--- config.mk ---
export PLATFORM = sky130hd
export DESIGN_NAME = pss_pilot_scheme
export DESIGN_NICKNAME = d
export VERILOG_FILES = /design/src/include/pss_pkg.sv /design/src/hw/pss_pilot_scheme.sv
export SDC_FILE = /design/constraint.sdc
export NUM_CORES = 1
export LEC_CHECK = 0
export BUFFER_PORTS_ARGS = -buffer_cell sky130_fd_sc_hd__buf_2
export CELL_PAD_IN_SITES_DETAIL_PLACEMENT = 1
export CELL_PAD_IN_SITES_GLOBAL_PLACEMENT = 2
export CORE_MARGIN = 1
export CORE_UTILIZATION = 39
export CTS_CLUSTER_SIZE = 24
export DETAILED_ROUTE_END_ITERATION = 8
export PLACE_DENSITY_LB_ADDON = 0.25
export SYNTH_ARGS = -nofsm -noshare
export SYNTH_HDL_FRONTEND = slang
export SYNTH_SLANG_ARGS = --single-unit
export TNS_END_PERCENT = 5
--- constraint.sdc ---
create_clock -name pclk -period 2.63 [get_ports pclk]
set_input_delay 0.526 -clock pclk [delete_from_list [all_inputs] [get_ports pclk]]
set_output_delay 0.526 -clock pclk [all_outputs]
set_load 0.02 [all_outputs]
--- src/include/pss_pkg.sv ---
// Package for the pilot scheme logic: register map, fields, resets, timing
package pss_pkg;
  // Timer settings count quarter power-system cycles
  localparam int          TW            = 8;
  localparam int          TICKS_PER_CYC = 4;
  localparam int          CLK_PERIOD_NS = 10;
  localparam int          TICK_NS       = 4_166_667;
  localparam int          TICK_CLKS     = TICK_NS / CLK_PERIOD_NS;

  // Register byte offsets
  localparam logic [7:0]  ADDR_CTRL     = 8'h00;
  localparam logic [7:0]  ADDR_TMR_UB   = 8'h04;
  localparam logic [7:0]  ADDR_TMR_BLK  = 8'h08;
  localparam logic [7:0]  ADDR_TMR_CRD  = 8'h0C;
  localparam logic [7:0]  ADDR_STATUS   = 8'h10;

  // Field positions
  localparam int          F_SCHEME      = 0;
  localparam int          F_GUARD       = 0;
  localparam int          F_DISABLE     = 8;
  localparam int          F_DECLARE     = 16;
  localparam int          F_BLK_EXT     = 0;
  localparam int          F_REV_PU      = 8;
  localparam int          F_REV_DO      = 16;
  localparam int          F_DIST        = 0;
  localparam int          F_OC          = 8;

  // Reset values in ticks
  localparam logic [TW-1:0] RST_GUARD   = 8'h28;
  localparam logic [TW-1:0] RST_DISABLE = 8'h24;
  localparam logic [TW-1:0] RST_DECLARE = 8'h02;
  localparam logic [TW-1:0] RST_BLK_EXT = 8'h04;
  localparam logic [TW-1:0] RST_REV_PU  = 8'h08;
  localparam logic [TW-1:0] RST_REV_DO  = 8'h14;
  localparam logic [TW-1:0] RST_DIST    = 8'h04;
  localparam logic [TW-1:0] RST_OC      = 8'h04;

  typedef enum logic [1:0] {
    SCH_OFF       = 2'b00,
    SCH_UNBLOCK_2 = 2'b01,
    SCH_UNBLOCK_3 = 2'b10,
    SCH_BLOCKING  = 2'b11
  } pss_scheme_t;

  // Protection element inputs used by the blocking scheme
  typedef struct packed {
    logic       level2_distance_fwd;
    logic       level2_overcurrent_fwd;
    logic [3:0] level3_reverse;
    logic       zone3_reverse;
    logic       polar_memory_expired;
    logic       polar_voltage_present;
    logic       current_present;
    logic       nondir_start_request;
  } pss_elem_t;
endpackage
--- src/hw/pss_pilot_scheme.sv ---
// Pilot scheme logic: unblocking and blocking schemes with APB settings
//
// Function
// - After channel loss, permissive returns only once guard stays healthy for guard delay.
// - Channel loss lasting the disable delay stops permissive tripping.
// - Loss of channel is declared only after it lasts the declare delay.
// - Each channel has its own timers; both share one setting per delay.
// - Two-terminal mode: channel one block asserts when loss outlasts disable delay.
// - Three-terminal mode: each channel drives its own block output.
// - Channel blocks combine per mode into one block bit; one blocks tripping.
// - Two-terminal mode: channel one permissive asserts for loss or received permissive.
// - Three-terminal mode: each channel permissive asserts for its loss or permissive.
// - Channel permissives combine per mode into one permissive bit.
// - Blocking logic works only when the scheme select chooses blocking.
// - Level-2 forward elements are delayed by coordination timers before output.
// - Reverse faults key block transmission at once, held for the reversal guard dropout time after dropout once picked up.
// - Zone-3 block is latched on memory expiry, cleared on voltage return or no current.
// - Received block is extended by a dropout timer for the extension time; the code holds it one tick less (ext_cnt > 1).
// - Reversal guard picks up after reverse condition lasts the pickup time.
// - Reversal guard holds the reverse condition for the dropout time.
// - Directional carrier start includes the reversal guard.
// - A nondirectional carrier start output is provided.
// - A stop-carrier output is provided per remote terminal.
// - Received block is the OR of both remote receiver inputs.
//
// The implementer's own choices: the address map and the APB register port.
`timescale 1ns/1ns
module pss_pilot_scheme #(
  parameter int TICK_CLKS = pss_pkg::TICK_CLKS
) (
  // Clock, reset, enable
  input  wire logic                 pclk,
  input  wire logic                 presetn,
  input  wire logic                 clk_en,
  // APB slave
  input  wire logic                 psel,
  input  wire logic                 penable,
  input  wire logic                 pwrite,
  input  wire logic [7:0]           paddr,
  input  wire logic [31:0]          pwdata,
  output logic      [31:0]          prdata,
  output logic                      pready,
  output logic                      pslverr,
  // Receiver contacts
  input  wire logic                 chan1_loss_of_guard,
  input  wire logic                 chan2_loss_of_guard,
  input  wire logic                 chan1_permissive_in,
  input  wire logic                 chan2_permissive_in,
  input  wire logic                 block_receive_in1,
  input  wire logic                 block_receive_in2,
  // Protection elements
  input  wire pss_pkg::pss_elem_t   elem,
  // Unblocking outputs
  output logic                      chan1_unblock_block,
  output logic                      chan2_unblock_block,
  output logic                      combined_unblock_block,
  output logic                      chan1_permissive_receive,
  output logic                      chan2_permissive_receive,
  output logic                      combined_permissive_receive,
  // Blocking outputs
  output logic                      level2_distance_coordinated,
  output logic                      level2_overcurrent_coordinated,
  output logic                      directional_carrier_start,
  output logic                      nondirectional_carrier_start,
  output logic [1:0]                stop_carrier,
  output logic                      block_receive_extended
);
  localparam int TW = pss_pkg::TW;

  if (TICK_CLKS < 2) begin : g_chk
    $error("TICK_CLKS must be at least 2");
  end

  function automatic logic [TW-1:0] sat_inc(input logic [TW-1:0] v);
    sat_inc = (v == {TW{1'b1}}) ? v : TW'(v + 1'b1);
  endfunction

  // Settings
  pss_pkg::pss_scheme_t scheme_reg;
  logic [TW-1:0]        guard_reg;
  logic [TW-1:0]        disable_reg;
  logic [TW-1:0]        declare_reg;
  logic [TW-1:0]        blk_ext_reg;
  logic [TW-1:0]        rev_pu_reg;
  logic [TW-1:0]        rev_do_reg;
  logic [TW-1:0]        dist_reg;
  logic [TW-1:0]        oc_reg;

  // Processing tick
  logic [31:0]          tick_cnt_reg;
  logic                 tick_reg;
  wire logic            tick_ce = tick_reg & clk_en;

  always_ff @(posedge pclk or negedge presetn) begin
    if (!presetn) begin
      tick_cnt_reg <= 32'h0000_0000;
      tick_reg     <= 1'b0;
    end else if (clk_en) begin
      tick_reg <= (tick_cnt_reg == 32'(TICK_CLKS - 1));
      if (tick_cnt_reg == 32'(TICK_CLKS - 1)) begin
        tick_cnt_reg <= 32'h0000_0000;
      end else begin
        tick_cnt_reg <= tick_cnt_reg + 32'h0000_0001;
      end
    end
  end

  // Unblocking scheme, one timer set per channel
  logic      [1:0] log_in;
  logic      [1:0] pt_in;
  wire logic [1:0] perm_next;
  wire logic [1:0] chblk_next;
  logic      [1:0] ch_en;
  assign log_in = {chan2_loss_of_guard, chan1_loss_of_guard};
  assign pt_in  = {chan2_permissive_in, chan1_permissive_in};
  assign ch_en  = {scheme_reg == pss_pkg::SCH_UNBLOCK_3,
                   scheme_reg == pss_pkg::SCH_UNBLOCK_2 || scheme_reg == pss_pkg::SCH_UNBLOCK_3};

  for (genvar ch = 0; ch < 2; ch++) begin : gen_ch
    logic [TW-1:0] dcl_cnt;
    logic [TW-1:0] dis_cnt;
    logic [TW-1:0] grd_cnt;
    logic          blk_reg;
    logic          lost;
    logic          loc;
    logic          dis_hit;
    logic          grd_hit;
    // Guard gone without a permissive tone means the channel itself failed
    assign lost    = log_in[ch] & ~pt_in[ch];
    assign loc     = lost & (dcl_cnt >= declare_reg);
    assign dis_hit = loc & (dis_cnt >= disable_reg);
    assign grd_hit = ~lost & (grd_cnt >= guard_reg);
    // Set wins: a fresh timeout beats a guard return in the same tick
    assign chblk_next[ch] = ch_en[ch] & (dis_hit | (blk_reg & ~grd_hit));
    assign perm_next[ch]  = ch_en[ch] & (pt_in[ch] | (loc & ~chblk_next[ch]));

    always_ff @(posedge pclk or negedge presetn) begin
      if (!presetn) begin
        dcl_cnt <= '0;
        dis_cnt <= '0;
        grd_cnt <= '0;
        blk_reg <= 1'b0;
      end else if (tick_ce) begin
        dcl_cnt <= lost ? sat_inc(dcl_cnt) : '0;
        dis_cnt <= loc ? sat_inc(dis_cnt) : '0;
        grd_cnt <= (blk_reg && !lost) ? sat_inc(grd_cnt) : '0;
        blk_reg <= chblk_next[ch];
      end
    end
  end

  always_ff @(posedge pclk or negedge presetn) begin
    if (!presetn) begin
      chan1_unblock_block         <= 1'b0;
      chan2_unblock_block         <= 1'b0;
      combined_unblock_block      <= 1'b0;
      chan1_permissive_receive    <= 1'b0;
      chan2_permissive_receive    <= 1'b0;
      combined_permissive_receive <= 1'b0;
    end else if (tick_ce) begin
      chan1_unblock_block      <= chblk_next[0];
      chan2_unblock_block      <= chblk_next[1];
      chan1_permissive_receive <= perm_next[0];
      chan2_permissive_receive <= perm_next[1];
      // Three-terminal: either dead channel blocks, both remotes must permit
      combined_unblock_block      <= |chblk_next;
      combined_permissive_receive <= (scheme_reg == pss_pkg::SCH_UNBLOCK_3) ? &perm_next : perm_next[0];
    end
  end

  // Blocking scheme
  wire logic     blk_on  = (scheme_reg == pss_pkg::SCH_BLOCKING);
  wire logic     reverse = |elem.level3_reverse;
  wire logic     rx_any  = block_receive_in1 | block_receive_in2;
  logic [TW-1:0] dist_cnt;
  logic [TW-1:0] oc_cnt;
  logic [TW-1:0] rpu_cnt;
  logic [TW-1:0] rdo_cnt;
  logic [TW-1:0] ext_cnt;
  logic          z3_latch_reg;

  always_ff @(posedge pclk or negedge presetn) begin
    if (!presetn) begin
      dist_cnt                       <= '0;
      oc_cnt                         <= '0;
      level2_distance_coordinated    <= 1'b0;
      level2_overcurrent_coordinated <= 1'b0;
    end else if (tick_ce) begin
      dist_cnt <= (blk_on && elem.level2_distance_fwd) ? sat_inc(dist_cnt) : '0;
      oc_cnt   <= (blk_on && elem.level2_overcurrent_fwd) ? sat_inc(oc_cnt) : '0;
      level2_distance_coordinated    <= blk_on & elem.level2_distance_fwd & (dist_cnt >= dist_reg);
      level2_overcurrent_coordinated <= blk_on & elem.level2_overcurrent_fwd & (oc_cnt >= oc_reg);
    end
  end

  // Reversal guard: pickup, then hold after the reverse elements drop
  always_ff @(posedge pclk or negedge presetn) begin
    if (!presetn) begin
      rpu_cnt <= '0;
      rdo_cnt <= '0;
    end else if (tick_ce) begin
      rpu_cnt <= (blk_on && reverse) ? sat_inc(rpu_cnt) : '0;
      if (!blk_on) begin
        rdo_cnt <= '0;
      end else if (reverse && rpu_cnt >= rev_pu_reg) begin
        rdo_cnt <= rev_do_reg;
      end else if (!reverse && rdo_cnt != '0) begin
        rdo_cnt <= rdo_cnt - 1'b1;
      end
    end
  end

  // Keeps start keyed through a close-in fault after memory runs out
  always_ff @(posedge pclk or negedge presetn) begin
    if (!presetn) begin
      z3_latch_reg <= 1'b0;
    end else if (tick_ce) begin
      if (blk_on && elem.zone3_reverse && elem.polar_memory_expired) begin
        z3_latch_reg <= 1'b1;
      end else if (!blk_on || elem.polar_voltage_present || !elem.current_present) begin
        z3_latch_reg <= 1'b0;
      end
    end
  end

  always_ff @(posedge pclk or negedge presetn) begin
    if (!presetn) begin
      ext_cnt                      <= '0;
      block_receive_extended       <= 1'b0;
      directional_carrier_start    <= 1'b0;
      nondirectional_carrier_start <= 1'b0;
      stop_carrier                 <= 2'b00;
    end else if (tick_ce) begin
      if (!blk_on) begin
        ext_cnt <= '0;
      end else if (rx_any) begin
        ext_cnt <= blk_ext_reg;
      end else if (ext_cnt != '0) begin
        ext_cnt <= ext_cnt - 1'b1;
      end
      block_receive_extended       <= blk_on & (rx_any | (ext_cnt > TW'(1)));
      directional_carrier_start    <= blk_on & (reverse | (rdo_cnt != '0) | z3_latch_reg);
      nondirectional_carrier_start <= blk_on & elem.nondir_start_request;
      // Forward fault seen and no reverse: silence both remote transmitters
      stop_carrier <= {2{blk_on & (elem.level2_distance_fwd | elem.level2_overcurrent_fwd) & ~reverse}};
    end
  end

  // APB slave, no wait states; the clock enable stalls it too
  logic       hit;
  logic [31:0] rd_word;
  always_comb begin
    hit     = 1'b1;
    rd_word = 32'h0000_0000;
    case (paddr)
      pss_pkg::ADDR_CTRL:    rd_word[pss_pkg::F_SCHEME +: 2] = scheme_reg;
      pss_pkg::ADDR_TMR_UB:  rd_word = {8'h00, declare_reg, disable_reg, guard_reg};
      pss_pkg::ADDR_TMR_BLK: rd_word = {8'h00, rev_do_reg, rev_pu_reg, blk_ext_reg};
      pss_pkg::ADDR_TMR_CRD: rd_word = {16'h0000, oc_reg, dist_reg};
      pss_pkg::ADDR_STATUS:  rd_word = {19'h0_0000, z3_latch_reg, level2_overcurrent_coordinated,
                                        level2_distance_coordinated, block_receive_extended, stop_carrier[0],
                                        nondirectional_carrier_start, directional_carrier_start,
                                        combined_permissive_receive, chan2_permissive_receive,
                                        chan1_permissive_receive, combined_unblock_block,
                                        chan2_unblock_block, chan1_unblock_block};
      default:               hit = 1'b0;
    endcase
  end

  always_ff @(posedge pclk or negedge presetn) begin
    if (!presetn) begin
      pready  <= 1'b0;
      pslverr <= 1'b0;
      prdata  <= 32'h0000_0000;
    end else if (clk_en) begin
      pready  <= psel & ~penable;
      pslverr <= psel & ~penable & ~hit;
      prdata  <= (psel && !penable && !pwrite) ? rd_word : 32'h0000_0000;
    end
  end

  wire logic wr_go = clk_en & psel & penable & pready & pwrite & ~pslverr;
  always_ff @(posedge pclk or negedge presetn) begin
    if (!presetn) begin
      scheme_reg  <= pss_pkg::SCH_OFF;
      guard_reg   <= pss_pkg::RST_GUARD;
      disable_reg <= pss_pkg::RST_DISABLE;
      declare_reg <= pss_pkg::RST_DECLARE;
      blk_ext_reg <= pss_pkg::RST_BLK_EXT;
      rev_pu_reg  <= pss_pkg::RST_REV_PU;
      rev_do_reg  <= pss_pkg::RST_REV_DO;
      dist_reg    <= pss_pkg::RST_DIST;
      oc_reg      <= pss_pkg::RST_OC;
    end else if (wr_go) begin
      case (paddr)
        pss_pkg::ADDR_CTRL: scheme_reg <= pss_pkg::pss_scheme_t'(pwdata[pss_pkg::F_SCHEME +: 2]);
        pss_pkg::ADDR_TMR_UB: begin
          guard_reg   <= pwdata[pss_pkg::F_GUARD +: TW];
          disable_reg <= pwdata[pss_pkg::F_DISABLE +: TW];
          declare_reg <= pwdata[pss_pkg::F_DECLARE +: TW];
        end
        pss_pkg::ADDR_TMR_BLK: begin
          blk_ext_reg <= pwdata[pss_pkg::F_BLK_EXT +: TW];
          rev_pu_reg  <= pwdata[pss_pkg::F_REV_PU +: TW];
          rev_do_reg  <= pwdata[pss_pkg::F_REV_DO +: TW];
        end
        pss_pkg::ADDR_TMR_CRD: begin
          dist_reg <= pwdata[pss_pkg::F_DIST +: TW];
          oc_reg   <= pwdata[pss_pkg::F_OC +: TW];
        end
        default: ;
      endcase
    end
  end
endmodule

==> Flow_metrics.wiki <==
{| class="wikitable"
! Metric !! Value
|-
| Number of filler cells placed in the layout || 3,573
|-
| Initial core utilization || 39.75%
|-
| FFs w/ async S/R, synth || 100.0%
|-
| Outcome || finished, final reports clean
|-
| Maximum clock rate || 413.8 MHz
|-
| Portion of the post-synthesis area used by sequential elements || 44.96%
|-
| Synth unique cells || 85
|-
| Final slew viol count || 0
|-
| Longest individual stage delay on the worst path || 0.55 ns
|-
| Number of nets still failing antenna checks after routing || 0
|-
| Setup slack of the critical path after layout || 0.2134 ns
|-
| Worst slack at placement || 0.1185 ns
|-
| Antenna diode instance count || 0
|-
| Top sig layer || met4
|-
| Max H-tree Level || 1
|-
| Area of the core region || 31,720 um2
|-
| Total length of routed met3 wires || 1.084 mm
|-
| Met1 Wirelength || 17.15 mm
|-
| Maximum number of pins on one net before global-route repair || 59
|-
| Number of flip-flops and latches in the synthesized netlist || 226
|-
| Final Hold Viols || 0
|-
| Setup repair after global routing missed its margin || no
|-
| Final WL || 36.31 mm
|-
| Avg Cell Area, Syn || 10.11 um2
|-
| Growth of design area from synthesis to finish || 17.09%
|-
| Number of global-route vias before repair || 10,600
|-
| Iteration-0 DRC count of the detailed router || 429
|-
| TritonCTS clock tree || done
|-
| Crit path max-delay cell type || sky130_fd_sc_hd__dfstp_2
|-
| Vias per cell || 5.597
|-
| Clock period minus worst slack || 2.417 ns
|-
| Path type of the worst setup path || flip-flop to flip-flop
|-
| Number of clock buffers inserted by TritonCTS || 27
|-
| Critical path data arrival time || 2.84 ns
|-
| Number of standard cells after synthesis || 1,247
|-
| Layout Skew || 0.01426 ns
|-
| Total GRT Usage || 22.68%
|-
| Crit share post-route || 91.88%
|-
| Critical-path cell list || inv_1 > ha_1 > a211o_1 > a2111oi_4 > nor2_2 > a311o_1 > a22o_1
|-
| Fin nets || 1,530
|-
| Total number of vias || 10,070
|-
| Kind of end point of the critical path || flip-flop
|-
| Clock insertion delay at the later pin of the skew report || 0.54 ns
|-
| Mapped Area || 12,610 um2
|-
| LEAKAGE || 0.006946 uW
|-
| Kind of launch point of the worst setup path || flip-flop
|-
| Total length of routed met2 wires || 17.12 mm
|-
| First-pass GRT wire length || 59.24 mm
|-
| Overall Power || 7929 uW
|-
| Clk Tree Root Cell || sky130_fd_sc_hd__clkbuf_16
|-
| Final GP Congestion || 0.8262
|-
| Total number of placement rows || 65
|-
| Area enclosed by the die boundary || 33,050 um2
|-
| Pre-antenna DRT Iters || 4
|-
| Global route overflow || 0
|-
| CP top delay family || compound AO/OA/AOI/OAI gates
|-
| Slew at the pin with the worst max-slew slack || 0.6957 ns
|-
| Routed wirelength normalized by instance count || 20.17 um
|-
| Number of max-capacitance violations reported || 0
|-
| TritonCTS sink count || 226
|-
| Antenna violations before repair || 1
|-
| Number of remaining DRC errors || 0
|-
| Number of synthesized flops with an enable pin || 0
|-
| Worst rel slew slack || 53.13%
|-
| Dpl hpwl || 27.23 mm
|-
| Final design utilization || 46.54%
|-
| Number of buffers on the longest clock path || 3
|-
| Hold/Removal Path Class || primary input to flip-flop
|-
| Cell Area, Placed || 13,800 um2
|-
| Worst-path maximum fanout || 3
|-
| Number of warnings issued by yosys || 0
|-
| Worst vdd ir || 0.3962 mV
|-
| # IOs || 110
|-
| Input/output buffers || 93
|-
| Die H || 181.8 um
|-
| Bufs and invs on worst path || 1
|-
| X dimension of the die || 181.8 um
|-
| Final Instance Area || 14,760 um2
|-
| Largest register FFs || 32
|-
| Clock slew at reported path FFs || 0.06 ns
|-
| Count of endpoints failing setup in the final report || 0
|-
| Main synth FF type || sky130_fd_sc_hd__dfrtp_1
|-
| Setup TNS || 0 ns
|-
| Worst path required time || 3.05 ns
|-
| Reg-to-reg slack, setup || 0.21 ns
|-
| Share of cells above drive strength 1 || 20.89%
|-
| Power density relative to cell area || 537.1 nW/um2
|}
routing by layer:
layer	track usage, %	vias to the layer above
met5	0	-
met4	6.441	0
met3	2.387	48
met2	37.86	155
met1	31.11	5101
li1	-	4770
power breakdown:
part	internal, uW	total (uW)	switching [uW]
combinational	111	331	220
clock	2480	4020	1530
sequential	3520	3580	60.5
total	6110	7930	1810
synth_stat cells, types with 13 or more instances:
cell,n,area (um2)
sky130_fd_sc_hd__o2bb2ai_1,16,140.1
sky130_fd_sc_hd__nand3_1,43,215.2
sky130_fd_sc_hd__xnor2_1,18,157.7
sky130_fd_sc_hd__dfrtp_1,215,5380
sky130_fd_sc_hd__nand4_1,26,162.7
sky130_fd_sc_hd__mux2_2,67,754.5
sky130_fd_sc_hd__and3_1,19,118.9
sky130_fd_sc_hd__nor3_1,21,105.1
sky130_fd_sc_hd__nand2b_1,13,81.33
sky130_fd_sc_hd__clkbuf_1,26,97.59
sky130_fd_sc_hd__a21o_1,17,127.6
sky130_fd_sc_hd__xor2_1,41,359.1
sky130_fd_sc_hd__nor2_1,97,364.1
sky130_fd_sc_hd__o21ai_0,73,365.4
sky130_fd_sc_hd__nand2_1,107,401.6
sky130_fd_sc_hd__a21oi_1,49,245.2
sky130_fd_sc_hd__a22oi_1,15,112.6
sky130_fd_sc_hd__ha_1,89,1114
sky130_fd_sc_hd__inv_1,80,300.3
worst paths after layout:
| kind | startpoint | end | depth (start not counted) |
|---|---|---|---|
| max | declare_reg[1]$_DFFE_PN1P_ | combined_permissive_receive$_DFFE_PN0P_ | 7 |
| min | pwdata[16] | rev_do_reg[0]$_DFFE_PN0P_ | 2 |
| max reg2reg | declare_reg[1]$_DFFE_PN1P_ | combined_permissive_receive$_DFFE_PN0P_ | 7 |
| min reg2reg | prdata[3]$_DFFE_PN0P_ | prdata[3]$_DFFE_PN0P_ | 1 |
| max in group asynchronous | presetn | disable_reg[5]$_DFFE_PN1P_ | 3 |
| min in group asynchronous | presetn | gen_ch[1].dcl_cnt[1]$_DFFE_PN0P_ | 2 |
cell type report:
class / instances / area (um2) / share of cell area (%)
Clock inverter: 14 / 201.4 / 1.365
Tap cell: 402 / 503.0 / 3.407
Sequential cell: 226 / 5669 / 38.40
Clock buffer: 35 / 745.7 / 5.051
Inverter: 80 / 300.3 / 2.034
Multi-Input combinational cell: 901 / 6435 / 43.59
Timing Repair Buffer: 142 / 908.4 / 6.153
cells by family after synthesis:
kind of cell	share of synthesized area (%)
compound gates	15.19
xor+xnor	4.098
buf+inv	4.327
flops	44.96
fa+ha+maj	8.832
other cells	0.02974
simple gates	15.94
mux	6.619
cells in the final DEF (no fill, tap or decap), types with 6 or more instances in the layout:
master	count
sky130_fd_sc_hd__mux2_2	67
sky130_fd_sc_hd__a21oi_1	49
sky130_fd_sc_hd__o31ai_1	10
sky130_fd_sc_hd__clkbuf_16	27
sky130_fd_sc_hd__nor3_1	21
sky130_fd_sc_hd__a222oi_1	11
sky130_fd_sc_hd__o211ai_1	8
sky130_fd_sc_hd__a31oi_1	10
sky130_fd_sc_hd__o21ai_0	73
sky130_fd_sc_hd__o22ai_1	9
sky130_fd_sc_hd__or3_1	8
sky130_fd_sc_hd__a22oi_1	15
sky130_fd_sc_hd__ha_1	89
sky130_fd_sc_hd__buf_2	92
sky130_fd_sc_hd__dfrtp_1	215
sky130_fd_sc_hd__nand3_1	43
sky130_fd_sc_hd__o2bb2ai_1	16
sky130_fd_sc_hd__clkinv_2	7
sky130_fd_sc_hd__nand2b_1	13
sky130_fd_sc_hd__nand4_1	26
sky130_fd_sc_hd__nor2_1	97
sky130_fd_sc_hd__and2_1	6
sky130_fd_sc_hd__nor4_1	7
sky130_fd_sc_hd__xnor2_1	18
sky130_fd_sc_hd__a21o_1	17
sky130_fd_sc_hd__buf_4	43
sky130_fd_sc_hd__nor2b_1	8
sky130_fd_sc_hd__conb_1	8
sky130_fd_sc_hd__and3_1	19
sky130_fd_sc_hd__a211oi_1	8
sky130_fd_sc_hd__inv_1	80
sky130_fd_sc_hd__nand2_1	106
sky130_fd_sc_hd__mux2i_1	8
sky130_fd_sc_hd__dfstp_2	11
sky130_fd_sc_hd__xor2_1	41
stage by stage:
step / hold slack, ns / instances
2_1_floorplan: 0.2304 / 1254
3_3_place_gp: 0.4577 / 1750
3_5_place_dp: 0.4654 / 1750
4_1_cts: 0.2192 / 1800
5_1_grt: 0.2274 / 1800
6_report: 0.2411 / 1800
what timing repair did:
item / CTS / global route
hold endpoints to repair: 45 / 0
buffers inserted: 0 / 0
hold buffers: 1 / 0
resized for setup: 0 / 2
endpoints found under the setup margin: 0 / 1
Power figures use the tool's default switching activity.
